## src/hw/ecl_defines.svh

```systemverilog
`ifndef ECL_DEFINES_SVH
`define ECL_DEFINES_SVH

// configuration and status register addresses
`define ECL_ADDR_CTRL 8'ha0
`define ECL_ADDR_INTEG_FLOOR 8'ha8
`define ECL_ADDR_GAIN_FLOOR 8'ha9
`define ECL_ADDR_INTEG_CEIL 8'haa
`define ECL_ADDR_GAIN_CEIL 8'hab
`define ECL_ADDR_PIX_COUNT 8'hb8
`define ECL_ADDR_MEAN 8'hba
`define ECL_ADDR_LOOP_INTEG 8'hbb
`define ECL_ADDR_LOOP_GAIN 8'hbc
`define ECL_ADDR_MANUAL_INTEG 8'hc9
`define ECL_ADDR_LATENCY 8'hcc
`define ECL_ADDR_APP_GRAN 8'hd0
`define ECL_ADDR_APP_CLEAR 8'hd1
`define ECL_ADDR_APP_INTEG 8'hd2
`define ECL_ADDR_APP_SLOPE2 8'hd3
`define ECL_ADDR_APP_SLOPE3 8'hd4
`define ECL_ADDR_APP_ANALOG 8'hd5
`define ECL_ADDR_APP_FINE 8'hd6

// bit positions
`define ECL_BIT_ENABLE 0
`define ECL_BIT_AMP_PRI 1
`define ECL_BIT_LAT_COMP 13
`define ECL_BIT_DUAL 12
`define ECL_BIT_TRIPLE 13
`define ECL_FINE_FRAC 7
`define ECL_S1_MSB 1
`define ECL_S1_LSB 0
`define ECL_S2_MSB 3
`define ECL_S2_LSB 2
`define ECL_FINE_MSB 15
`define ECL_FINE_LSB 4

// reset values
`define ECL_RST_INTEG_FLOOR 16'h0001
`define ECL_RST_INTEG_CEIL 16'h03ff
`define ECL_RST_GAIN_FLOOR 16'h0800
`define ECL_RST_GAIN_CEIL 16'h200d
`define ECL_RST_MANUAL_INTEG 16'h0100
`define ECL_RST_FINE 12'h080

// loop step sizes and pixel saturation value
`define ECL_INTEG_STEP 16'h0001
`define ECL_FINE_STEP 16'h0008
`define ECL_PIX_MAX 10'h3ff

`endif

```

## src/hw/ecl_pkg.sv

```systemverilog
package ecl_pkg;

    // which parameter the loop moves in one evaluation
    typedef enum logic [2:0] {
        ECL_STEP_NONE,
        ECL_STEP_INTEG,
        ECL_STEP_STAGE1,
        ECL_STEP_STAGE2,
        ECL_STEP_FINE
    } ecl_step_t;

endpackage : ecl_pkg

```

## src/hw/ecl_limits_status.sv

```systemverilog
`timescale 1ns/1ns
`include "ecl_defines.svh"
module ecl_limits_status
    import ecl_pkg::*;
(
    input wire logic core_clk,
    input wire logic rst_n,
    input wire logic [7:0] reg_addr,
    input wire logic reg_wr,
    input wire logic reg_rd,
    input wire logic [15:0] reg_wdata,
    output logic [15:0] reg_rdata_q,
    input wire logic frame_end,
    input wire logic frame_start,
    input wire logic gain_up,
    input wire logic gain_down,
    input wire logic stat_valid,
    input wire logic [15:0] stat_pixel_count,
    input wire logic [9:0] stat_mean,
    input wire logic global_shutter,
    input wire logic [15:0] seq_step_gran,
    input wire logic [15:0] seq_clear_len,
    input wire logic [15:0] second_slope_time,
    input wire logic [15:0] third_slope_time,
    input wire logic seq_dual_en,
    input wire logic seq_triple_en,
    input wire logic [9:0] pix_in,
    input wire logic pix_in_valid,
    output logic [9:0] pix_out_q,
    output logic pix_out_valid_q,
    output logic [15:0] req_integ_q,
    output logic [1:0] amp1_gain_q,
    output logic [1:0] amp2_gain_q
);

    // field decoders shared by the floor and ceiling registers
    function automatic logic [1:0] fld_stage1(input logic [15:0] r);
        fld_stage1 = r[`ECL_S1_MSB:`ECL_S1_LSB];
    endfunction : fld_stage1

    function automatic logic [1:0] fld_stage2(input logic [15:0] r);
        fld_stage2 = r[`ECL_S2_MSB:`ECL_S2_LSB];
    endfunction : fld_stage2

    function automatic logic [11:0] fld_fine(input logic [15:0] r);
        fld_fine = r[`ECL_FINE_MSB:`ECL_FINE_LSB];
    endfunction : fld_fine

    // floor first then ceiling, so a ceiling always holds
    function automatic logic [15:0] clamp16(input logic [15:0] v, input logic [15:0] lo, input logic [15:0] hi);
        logic [15:0] t;
        t = (v < lo) ? lo : v;
        clamp16 = (t > hi) ? hi : t;
    endfunction : clamp16

    logic [15:0] integ_floor_q, integ_ceil_q, gain_floor_q, gain_ceil_q, manual_integ_q;
    logic aec_en_q, amp_pri_q, lat_comp_q;
    logic [15:0] pix_count_q;
    logic [9:0] mean_q;
    logic [15:0] loop_integ_q;
    logic [1:0] loop_s1_q, loop_s2_q;
    logic [11:0] loop_fine_q;
    logic [1:0] pend_s1_q, pend_s2_q;
    logic [11:0] pend_fine_q;
    logic [15:0] pend_integ_q;
    logic [15:0] app_integ_q, app_gran_q, app_clear_q, app_slope2_q, app_slope3_q;
    logic [1:0] app_s1_q, app_s2_q;
    logic [11:0] app_fine_q;
    logic app_dual_q, app_triple_q;
    logic phase_q, fired_last_q;
    logic eval_fire;
    ecl_step_t step;
    logic [15:0] n_integ, n_s1, n_s2, n_fine;
    logic [15:0] c_integ, c_s1, c_s2, c_fine;
    logic [21:0] prod;

    // only every second frame end evaluates
    assign eval_fire = frame_end && phase_q && aec_en_q;

    // configuration writes; status addresses are not decoded here
    always_ff @(posedge core_clk)
    begin
        if (!rst_n)
        begin
            integ_floor_q <= `ECL_RST_INTEG_FLOOR;
            integ_ceil_q <= `ECL_RST_INTEG_CEIL;
            gain_floor_q <= `ECL_RST_GAIN_FLOOR;
            gain_ceil_q <= `ECL_RST_GAIN_CEIL;
            manual_integ_q <= `ECL_RST_MANUAL_INTEG;
            aec_en_q <= 1'b0;
            amp_pri_q <= 1'b0;
            lat_comp_q <= 1'b0;
        end
        else if (reg_wr)
        begin
            unique case (reg_addr)
                `ECL_ADDR_INTEG_FLOOR: integ_floor_q <= reg_wdata;
                `ECL_ADDR_INTEG_CEIL: integ_ceil_q <= reg_wdata;
                `ECL_ADDR_GAIN_FLOOR: gain_floor_q <= reg_wdata;
                `ECL_ADDR_GAIN_CEIL: gain_ceil_q <= reg_wdata;
                `ECL_ADDR_MANUAL_INTEG: manual_integ_q <= reg_wdata;
                `ECL_ADDR_CTRL:
                begin
                    aec_en_q <= reg_wdata[`ECL_BIT_ENABLE];
                    amp_pri_q <= reg_wdata[`ECL_BIT_AMP_PRI];
                end
                `ECL_ADDR_LATENCY: lat_comp_q <= reg_wdata[`ECL_BIT_LAT_COMP];
                default: ;
            endcase
        end
    end

    // register reads; unmapped addresses answer zero
    always_ff @(posedge core_clk)
    begin
        if (!rst_n)
            reg_rdata_q <= 16'h0000;
        else if (reg_rd)
        begin
            unique case (reg_addr)
                `ECL_ADDR_CTRL: reg_rdata_q <= {14'h0000, amp_pri_q, aec_en_q};
                `ECL_ADDR_INTEG_FLOOR: reg_rdata_q <= integ_floor_q;
                `ECL_ADDR_GAIN_FLOOR: reg_rdata_q <= gain_floor_q;
                `ECL_ADDR_INTEG_CEIL: reg_rdata_q <= integ_ceil_q;
                `ECL_ADDR_GAIN_CEIL: reg_rdata_q <= gain_ceil_q;
                `ECL_ADDR_MANUAL_INTEG: reg_rdata_q <= manual_integ_q;
                `ECL_ADDR_LATENCY: reg_rdata_q <= {2'b00, lat_comp_q, 13'h0000};
                `ECL_ADDR_PIX_COUNT: reg_rdata_q <= pix_count_q;
                `ECL_ADDR_MEAN: reg_rdata_q <= {6'h00, mean_q};
                `ECL_ADDR_LOOP_INTEG: reg_rdata_q <= loop_integ_q;
                `ECL_ADDR_LOOP_GAIN: reg_rdata_q <= {loop_fine_q, loop_s2_q, loop_s1_q};
                `ECL_ADDR_APP_GRAN: reg_rdata_q <= app_gran_q;
                `ECL_ADDR_APP_CLEAR: reg_rdata_q <= app_clear_q;
                `ECL_ADDR_APP_INTEG: reg_rdata_q <= app_integ_q;
                `ECL_ADDR_APP_SLOPE2: reg_rdata_q <= app_slope2_q;
                `ECL_ADDR_APP_SLOPE3: reg_rdata_q <= app_slope3_q;
                `ECL_ADDR_APP_ANALOG: reg_rdata_q <= {3'h0, 6'h00, app_s2_q, 3'h0, app_s1_q};
                `ECL_ADDR_APP_FINE: reg_rdata_q <= {2'b00, app_triple_q, app_dual_q, app_fine_q};
                default: reg_rdata_q <= 16'h0000;
            endcase
        end
    end

    // frame phase: toggles each frame end to halve the update rate
    always_ff @(posedge core_clk)
    begin
        if (!rst_n)
        begin
            phase_q <= 1'b0;
            fired_last_q <= 1'b0;
        end
        else if (frame_end)
        begin
            phase_q <= ~phase_q;
            fired_last_q <= eval_fire;
        end
    end

    // statistics capture from the statistics block
    always_ff @(posedge core_clk)
    begin
        if (!rst_n)
        begin
            pix_count_q <= 16'h0000;
            mean_q <= 10'h000;
        end
        else if (stat_valid)
        begin
            pix_count_q <= stat_pixel_count;
            mean_q <= stat_mean;
        end
    end

    // pick one parameter to move; integration is the coarsest lever
    always_comb
    begin
        step = ECL_STEP_NONE;
        if (gain_up && !gain_down)
        begin
            if (loop_integ_q < integ_ceil_q)
                step = ECL_STEP_INTEG;
            else if (!amp_pri_q && loop_s1_q < fld_stage1(gain_ceil_q))
                step = ECL_STEP_STAGE1;
            else if (loop_s2_q < fld_stage2(gain_ceil_q))
                step = ECL_STEP_STAGE2;
            else if (amp_pri_q && loop_s1_q < fld_stage1(gain_ceil_q))
                step = ECL_STEP_STAGE1;
            else if (loop_fine_q < fld_fine(gain_ceil_q))
                step = ECL_STEP_FINE;
        end
        else if (gain_down && !gain_up)
        begin
            // going down unwinds in reverse order
            if (loop_fine_q > fld_fine(gain_floor_q))
                step = ECL_STEP_FINE;
            else if (amp_pri_q && loop_s1_q > fld_stage1(gain_floor_q))
                step = ECL_STEP_STAGE1;
            else if (loop_s2_q > fld_stage2(gain_floor_q))
                step = ECL_STEP_STAGE2;
            else if (!amp_pri_q && loop_s1_q > fld_stage1(gain_floor_q))
                step = ECL_STEP_STAGE1;
            else if (loop_integ_q > integ_floor_q)
                step = ECL_STEP_INTEG;
        end
    end

    // apply the chosen step, then clamp everything to the live bounds
    always_comb
    begin
        n_integ = loop_integ_q;
        n_s1 = {14'h0000, loop_s1_q};
        n_s2 = {14'h0000, loop_s2_q};
        n_fine = {4'h0, loop_fine_q};
        unique case (step)
            ECL_STEP_NONE: ;
            ECL_STEP_INTEG: n_integ = gain_up ? loop_integ_q + `ECL_INTEG_STEP : loop_integ_q - `ECL_INTEG_STEP;
            ECL_STEP_STAGE1: n_s1 = gain_up ? n_s1 + 16'h0001 : n_s1 - 16'h0001;
            ECL_STEP_STAGE2: n_s2 = gain_up ? n_s2 + 16'h0001 : n_s2 - 16'h0001;
            ECL_STEP_FINE:
            begin
                if (gain_up)
                    n_fine = n_fine + `ECL_FINE_STEP;
                else
                    n_fine = (n_fine >= `ECL_FINE_STEP) ? n_fine - `ECL_FINE_STEP : 16'h0000;
            end
        endcase
        c_integ = clamp16(n_integ, integ_floor_q, integ_ceil_q);
        c_s1 = clamp16(n_s1, {14'h0000, fld_stage1(gain_floor_q)}, {14'h0000, fld_stage1(gain_ceil_q)});
        c_s2 = clamp16(n_s2, {14'h0000, fld_stage2(gain_floor_q)}, {14'h0000, fld_stage2(gain_ceil_q)});
        c_fine = clamp16(n_fine, {4'h0, fld_fine(gain_floor_q)}, {4'h0, fld_fine(gain_ceil_q)});
    end

    // loop-side results, taken at the evaluating frame end
    always_ff @(posedge core_clk)
    begin
        if (!rst_n)
        begin
            loop_integ_q <= `ECL_RST_INTEG_FLOOR;
            loop_s1_q <= 2'b00;
            loop_s2_q <= 2'b00;
            loop_fine_q <= `ECL_RST_FINE;
        end
        else if (eval_fire)
        begin
            loop_integ_q <= c_integ;
            loop_s1_q <= c_s1[1:0];
            loop_s2_q <= c_s2[1:0];
            loop_fine_q <= c_fine[11:0];
        end
    end

    // hand-off to the sequencer; manual time stands in while the loop is off
    always_ff @(posedge core_clk)
    begin
        if (!rst_n)
            req_integ_q <= `ECL_RST_MANUAL_INTEG;
        else if (!aec_en_q)
            req_integ_q <= manual_integ_q;
        else if (eval_fire)
            req_integ_q <= c_integ;
    end

    // frame pipeline: integration lands two frame starts after hand-off,
    // gains wait an extra frame only with compensation set
    always_ff @(posedge core_clk)
    begin
        if (!rst_n)
        begin
            pend_integ_q <= `ECL_RST_MANUAL_INTEG;
            app_integ_q <= `ECL_RST_MANUAL_INTEG;
            pend_s1_q <= 2'b00;
            pend_s2_q <= 2'b00;
            pend_fine_q <= `ECL_RST_FINE;
            app_s1_q <= 2'b00;
            app_s2_q <= 2'b00;
            app_fine_q <= `ECL_RST_FINE;
        end
        else if (frame_start)
        begin
            pend_integ_q <= req_integ_q;
            app_integ_q <= pend_integ_q;
            pend_s1_q <= loop_s1_q;
            pend_s2_q <= loop_s2_q;
            pend_fine_q <= loop_fine_q;
            app_s1_q <= lat_comp_q ? pend_s1_q : loop_s1_q;
            app_s2_q <= lat_comp_q ? pend_s2_q : loop_s2_q;
            app_fine_q <= lat_comp_q ? pend_fine_q : loop_fine_q;
        end
    end

    // sequencer-owned values, captured as they take effect
    always_ff @(posedge core_clk)
    begin
        if (!rst_n)
        begin
            app_gran_q <= 16'h0000;
            app_clear_q <= 16'h0000;
            app_slope2_q <= 16'h0000;
            app_slope3_q <= 16'h0000;
            app_dual_q <= 1'b0;
            app_triple_q <= 1'b0;
        end
        else if (frame_start)
        begin
            if (global_shutter)
            begin
                app_gran_q <= seq_step_gran;
                app_clear_q <= seq_clear_len;
            end
            app_slope2_q <= second_slope_time;
            app_slope3_q <= third_slope_time;
            app_dual_q <= seq_dual_en;
            app_triple_q <= seq_triple_en;
        end
    end

    // analog codes to the front end follow what the image actually uses
    always_ff @(posedge core_clk)
    begin
        if (!rst_n)
        begin
            amp1_gain_q <= 2'b00;
            amp2_gain_q <= 2'b00;
        end
        else
        begin
            amp1_gain_q <= app_s1_q;
            amp2_gain_q <= app_s2_q;
        end
    end

    // fine gain on samples: product of 10 bits by 5.7, saturated
    assign prod = {12'h000, pix_in} * {10'h000, app_fine_q};
    always_ff @(posedge core_clk)
    begin
        if (!rst_n)
        begin
            pix_out_q <= 10'h000;
            pix_out_valid_q <= 1'b0;
        end
        else
        begin
            pix_out_valid_q <= pix_in_valid;
            if (|prod[21:(`ECL_FINE_FRAC + 10)])
                pix_out_q <= `ECL_PIX_MAX;
            else
                pix_out_q <= prod[(`ECL_FINE_FRAC + 9):`ECL_FINE_FRAC];
        end
    end
endmodule : ecl_limits_status

```

## config.mk

```make
export PLATFORM = sky130hd
export DESIGN_NAME = ecl_limits_status
export DESIGN_NICKNAME = d
export VERILOG_FILES = /design/src/hw/ecl_pkg.sv /design/src/hw/ecl_limits_status.sv
export VERILOG_INCLUDE_DIRS = /design/src /design/src/hw
export SDC_FILE = /design/constraint.sdc
export NUM_CORES = 1
export LEC_CHECK = 0
export ABC_AREA = 1
export BUFFER_PORTS_ARGS = -buffer_cell sky130_fd_sc_hd__buf_2
export CAP_MARGIN = 25
export CORE_ASPECT_RATIO = 1.1
export CORE_UTILIZATION = 55
export CTS_CLUSTER_DIAMETER = 100
export DETAILED_ROUTE_END_ITERATION = 6
export PLACE_DENSITY = 0.73
export SETUP_SLACK_MARGIN = 0.02
export SYNTH_ARGS = -nofsm -noshare
export SYNTH_HDL_FRONTEND = slang
export SYNTH_SLANG_ARGS = --single-unit
```

## constraint.sdc

```tcl
create_clock -name core_clk -period 5.8 [get_ports core_clk]
set_clock_uncertainty 0.05 [all_clocks]
set_input_delay 0.29 -clock core_clk [delete_from_list [all_inputs] [get_ports core_clk]]
set_output_delay 0.29 -clock core_clk [all_outputs]
set_load 0.005 [all_outputs]
```

# Word-level counts from Yosys, hierarchy flattened
# Index checks and enable logic that the tools add are counted.
# classes
add_sub_neg	8
n_mul	1
magnitude_cmp	17
n_eq_ne	23
n_mux	36
bitwise_logic	1
n_reduce_logical	20
# op_table
cell	n
$pmux W16 S18	1
$mux W16	16
$eq A8 B8 Y1 const B	18
$gt A16 B16 Y1	2
$gt A16 B2 Y1	2
$lt A16 B16 Y1	2
$lt A16 B2 Y1	2
$mux W12	2
$mux W3	8
$mul A10 B12 Y22	1
$add A16 B1 Y16 const B	1
$gt A16 B12 Y1	1
$lt A16 B12 Y1	1
$reduce_and A2 Y1	8
$sub A16 B1 Y16 const B	1
$mux W2	7
$add A12 B4 Y13 const B	1
$sub A12 B4 Y13 const B	1
$ge A12 B4 Y1 const B	1
$gt A12 B12 Y1	1
$lt A12 B12 Y1	1
$mux W10	1
$logic_and A1 B1 Y1	8
$add A2 B1 Y3 const B	2
11 further kinds	17
# totals
reg_bits	319
in_bits	137
output_inout_bits	47
elab_cells	141

# Logic depth before layout (Yosys ltp)
# logic_depth
word_depth	16
mapped_depth	45
ltp_nobuf	42

# Worst setup path before layout
# OpenSTA, ideal clock, no wires.
# synth_timing
kind	input port to flip-flop
from	input port gain_up
to	register loop_integ_q[13]
setup_time_ns	0.132
t_arrival_ns	5.271
t_required_ns	5.618
setup_slack_ns	0.347
stages	39
path_buffers	3
path_cell_list	buf_2 -> inv_2 -> ha_1 -> inv_1 -> nor3_1 -> nand2_1 -> o211ai_1 -> nand2_1 -> nand2_1 -> o21ai_0 -> o21ai_1 -> nand2_1 -> a21oi_1 -> nor2_1 -> xor2_1 -> nand2_1 -> o21ai_0 -> inv_1 -> (+3 left out) -> a2111oi_2 -> clkbuf_1 -> nand3_1 -> and2_1 -> ha_1 -> inv_1 -> a21oi_1 -> nor2_1 -> a211oi_1 -> o221ai_1 -> nand2_1 -> o2111ai_1 -> nand2_1 -> clkbuf_1 -> o21ai_0 -> inv_1 -> nand2_2 -> a21oi_1
# synth_via
elab_chain_len	10
word_cells_on_any_way	12
classes_between	order compare: 2; eq/ne: 1; mux: 6; reduce/logical: 3
# synth_rtl
item	line_no	source
start: declaration	ecl_limits_status.sv:15	input wire logic gain_up,
$logic_not A1 Y1	ecl_limits_status.sv:191	else if (gain_down && !gain_up)
$logic_and A1 B1 Y1	ecl_limits_status.sv:191	
$mux W3	ecl_limits_status.sv:191	
$mux W3	ecl_limits_status.sv:178	if (gain_up && !gain_down)
$eq A3 B1 Y1	ecl_limits_status.sv:214	unique case (step)
$mux W16 *	ecl_limits_status.sv:214	
$lt A16 B16 Y1	ecl_limits_status.sv:52	t = (v < lo) ? lo : v;
$mux W16 *	ecl_limits_status.sv:52	
$gt A16 B16 Y1	ecl_limits_status.sv:53	clamp16 = (t > hi) ? hi : t;
$mux W16 *	ecl_limits_status.sv:53	
end signal: assignment	ecl_limits_status.sv:238	loop_integ_q <= `ECL_RST_INTEG_FLOOR;
end signal: assignment	ecl_limits_status.sv:245	loop_integ_q <= c_integ;
end: declaration	ecl_limits_status.sv:60	logic [15:0] loop_integ_q;
# Mark *: on every way between the ends. The rest lies on a longest branch, timed or not.
# A chain may end at the register's enable or synchronous reset.

# Worst setup path in the final report
# layout_timing
from	register app_fine_q[3]
to	register pix_out_q[6]
# layout_via
elab_chain_len	3
# layout_rtl
item	line_no	source
start: declaration	ecl_limits_status.sv:68	logic [11:0] app_fine_q;
start signal: assignment	ecl_limits_status.sv:276	app_fine_q <= `ECL_RST_FINE;
start signal: assignment	ecl_limits_status.sv:287	app_fine_q <= lat_comp_q ? pend_fine_q : loop_fine_q;
$mul A10 B12 Y22 *	ecl_limits_status.sv:333	assign prod = {12'h000, pix_in} * {10'h000, app_fine_q};
$reduce_or A5 Y1	ecl_limits_status.sv:344	if (|prod[21:(`ECL_FINE_FRAC + 10)])
$mux W10 *	ecl_limits_status.sv:344	
end signal: assignment	ecl_limits_status.sv:345	pix_out_q <= `ECL_PIX_MAX;
end signal: assignment	ecl_limits_status.sv:347	pix_out_q <= prod[(`ECL_FINE_FRAC + 9):`ECL_FINE_FRAC];
end: declaration	ecl_limits_status.sv:29	output logic [9:0] pix_out_q,
# Marked as above.

==> metrics <==
status finished with violations; failing checks design-rule violations; RSZ-0062 raised after global routing true; H-tree depth 2; setup slack after layout 0.277 ns; P per Cell Area 233 nW/um^2; r2r worst-path depth 19; Final Max Slew Viols 0; cell family with most CP delay adder cells; Logic pwr share 22.9%; VDD IR max 0.335 mV; min-delay worst type in2reg; Initial Util 56.3%; CP max FO 8; clock share of power 38.0%; share of layout cells above drive strength 1 13.6%; CP dominant cell by count fa_1; Multi-input gate area 13200 um^2; Core Region 38500 um^2; worst hold path depth 3; gpl congestion 1.01; Mapped Cells 3025; endpoint type of the worst setup path flip-flop; Routed WL 87.9 mm; CTS tree built; routed via count 23100; Mean Syn Cell Area 7.16 um^2; Critical Path Start app_fine_q[3]; nets@finish 3696; most common cell after layout, fill and taps aside nand2_1; vias in the first global route 22400; reg2reg end pix_out_q[6]; cts bufs inserted 35; Critical Path AT 5.87 ns; Antenna Nets Post-Route 0; Buf/Inv on CP 3; Int Power 4.09 mW; DP HPWL 66.2 mm; CP Depth 19; placed cell area 23500 um^2; Die Y 210 um; detailed-router iteration count before antenna repair 7; clk buf depth 3; area grow syn2layout 18.6%; ranking of synthesized cells by area dfxtp_1 29%, ha_1 11%, nand2_1 8.7%, o21ai_0 7.5%, inv_1 7.5%; synthesized cell area 21700 um^2; CP max-delay cell fa_1; CP Class reg2reg; synth warn 0; DRC errors left 4; final hold vios 0; Post-Place Setup Slack 0.118 ns; clock sinks 319; worst setup path end pix_out_q[6]; Synth top area share 29.5%; Synth Register Bits 319; Clock Tree Root clkbuf_16; number of fill cells 3514; FF-to-FF Start app_fine_q[3]; slowest cell delay on critical path 0.60 ns; Slew @ Worst Pin 1.19 ns; synth unique cells 58; Iter 0 DRT Violations 2500; final critical-path required period 5.52 ns; cell area after layout 25700 um^2; Die X-Extent 191 um; period utilisation layout 95.2%; worst-path cell chain buf_4 -> nand2_1 -> fa_1 -> inv_1 -> fa_1 -> fa_1 -> fa_1 -> fa_1 -> ha_1 -> a21oi_1 -> inv_1 -> a221o_1 -> nand2_1 -> nand3_1 -> xor2_1 -> nor2_1 -> nand4_1 -> nor2_1 -> nor2_1; Net Sw Power 1.89 mW; CP startpoint kind flip-flop; global-route wire length before repair 130 mm; Total GRT Usage 43.2%; cell taking the most area after synthesis dfxtp_1; Design Power 5.98 mW; largest net degree at the start of global routing 194; total congestion overflow 0; Worst slew margin 20.4%; Max Fclk 0.181 GHz; Cell Rows 75; Finish-stage setup viols 0; critical path required time 6.15 ns; most frequent cells in the layout 500 x nand2_1, 424 x inv_1, 321 x a21oi_1; switch share 31.6%; power share of the sequential group 39.1%; num ports 184; die area 40200 um^2; max_cap viols 0; DR WL/cell 23.1 um; worst skew pair latency 0.57 ns; internal reg-to-reg setup slack 0.28 ns; Seq. cell area 6410 um^2; P_leak 12.4 nW; Vias/cell 6.06; setup tns final 0 ns; syn_nets 3435; sequential area share after synthesis 29.5%; clock-pin slew on the worst setup and hold paths 0.06 ns; initial antenna violation count 2; port bufs 183
how the worst min path moves through the flow:
stage / start / end / slack (ns)
detailed placement: app_slope2_q[14] / app_slope2_q[14] / 0.39
CTS: seq_step_gran[1] / app_gran_q[1] / 0.002
global route: seq_step_gran[1] / app_gran_q[1] / 0.02
finish: seq_step_gran[1] / app_gran_q[1] / 0.008
floorplan: frame_end / phase_q / 0.33
global placement: phase_q / phase_q / 0.38
cell usage after synthesis (all sizes together):
cell     number
nand2       527
inv         438
o21ai       330
a21oi       323
dfxtp       319
nor2        282
ha          195
clkbuf      134
nand3       116
fa           78
a221oi       60
o22ai        46
nand4        30
xor2         26
nor3         19
buf          14
xnor2        14
a211oi        9
o211ai        9
o221ai        7
nor4          5
o21bai        5
o2111ai       4
o31ai         4
a2111oi       3
a31oi         3
clkinv        3
o21a          3
a21o          2
and2          2
mux2i         2
nand3b        2
or2           2
a221o         1
a22oi         1
a2bb2oi       1
a31o          1
and3          1
nand2b        1
nor3b         1
o41ai         1
or3           1
routing by layer:
metal | up-vias | routed length (um) | global-route usage (%)
li1 | 10600 | - | -
met1 | 10800 | 30900 | 49.0
met2 | 1310 | 40700 | 71.1
met3 | 404 | 8120 | 7.89
met4 | 0 | 8220 | 34.9
met5 | - | 0 | 0
cell type report:
type | count | share of cell area [%]
Clock buffer | 48 | 3.79
Timing Repair inverter | 1 | 0.0195
Sequential cell | 319 | 25.0
Antenna cell | 2 | 0.0195
Multi-Input combinational cell | 2119 | 51.5
Tap cell | 500 | 2.44
Timing Repair Buffer | 369 | 10.1
Inverter | 441 | 6.48
Clock inverter | 14 | 0.672
power by group through the flow:
stage / registers, mW / logic [mW] / clock network [mW]
global route: 2.35 / 1.50 / 2.36
detailed placement: 2.39 / 1.25 / 0
global placement: 2.38 / 1.23 / 0
floorplan: 2.37 / 0.814 / 0
CTS: 2.34 / 1.30 / 2.27
finish: 2.34 / 1.37 / 2.27
repair_timing:
item / in CTS / in global routing
gates resized for setup: 0 / 58
endpoints found under the setup margin: 0 / 54
endpoints found under the hold margin: 71 / 0
setup buffers: 0 / 4
hold buffers: 71 / 0
metrics by stage:
stage,cells,utilization [%],hold slack [ns]
final,3813,66.8,0.00835
after global routing,3813,66.8,0.0173
after CTS,3800,65.8,0.00185
after detailed placement,3667,60.9,0.394
after global placement,3665,60.9,0.383
after floorplan,3025,-,0.334
tightest hold or removal path, cell delays in order:
cell and delay (ns):
buf_2 0.09, o21ai_0 0.11, nor2_1 0.10
flip-flops by register name, indices dropped and copies added, names as in the netlist, 10 cells and up:
name,cells
app_slope2_q,16
reg_rdata_q,16
pix_out_q,10
integ_floor_q,16
pend_fine_q,12
pix_count_q,16
app_integ_q,16
mean_q,10
gain_ceil_q,16
app_gran_q,16
app_slope3_q,16
gain_floor_q,16
loop_fine_q,12
app_clear_q,16
loop_integ_q,16
manual_integ_q,16
app_fine_q,12
req_integ_q,16
integ_ceil_q,16
pend_integ_q,16
kinds of logic after synthesis:
family	Yosys count	synth area share, %
compound gates	813	20.9
xor+xnor	40	1.62
fa+ha+maj	273	18.5
buf+inv	589	10.4
flops	319	29.5
mux	2	0.0924
simple gates	989	19.1
Note: power is estimated with default switching activity, not from simulation.
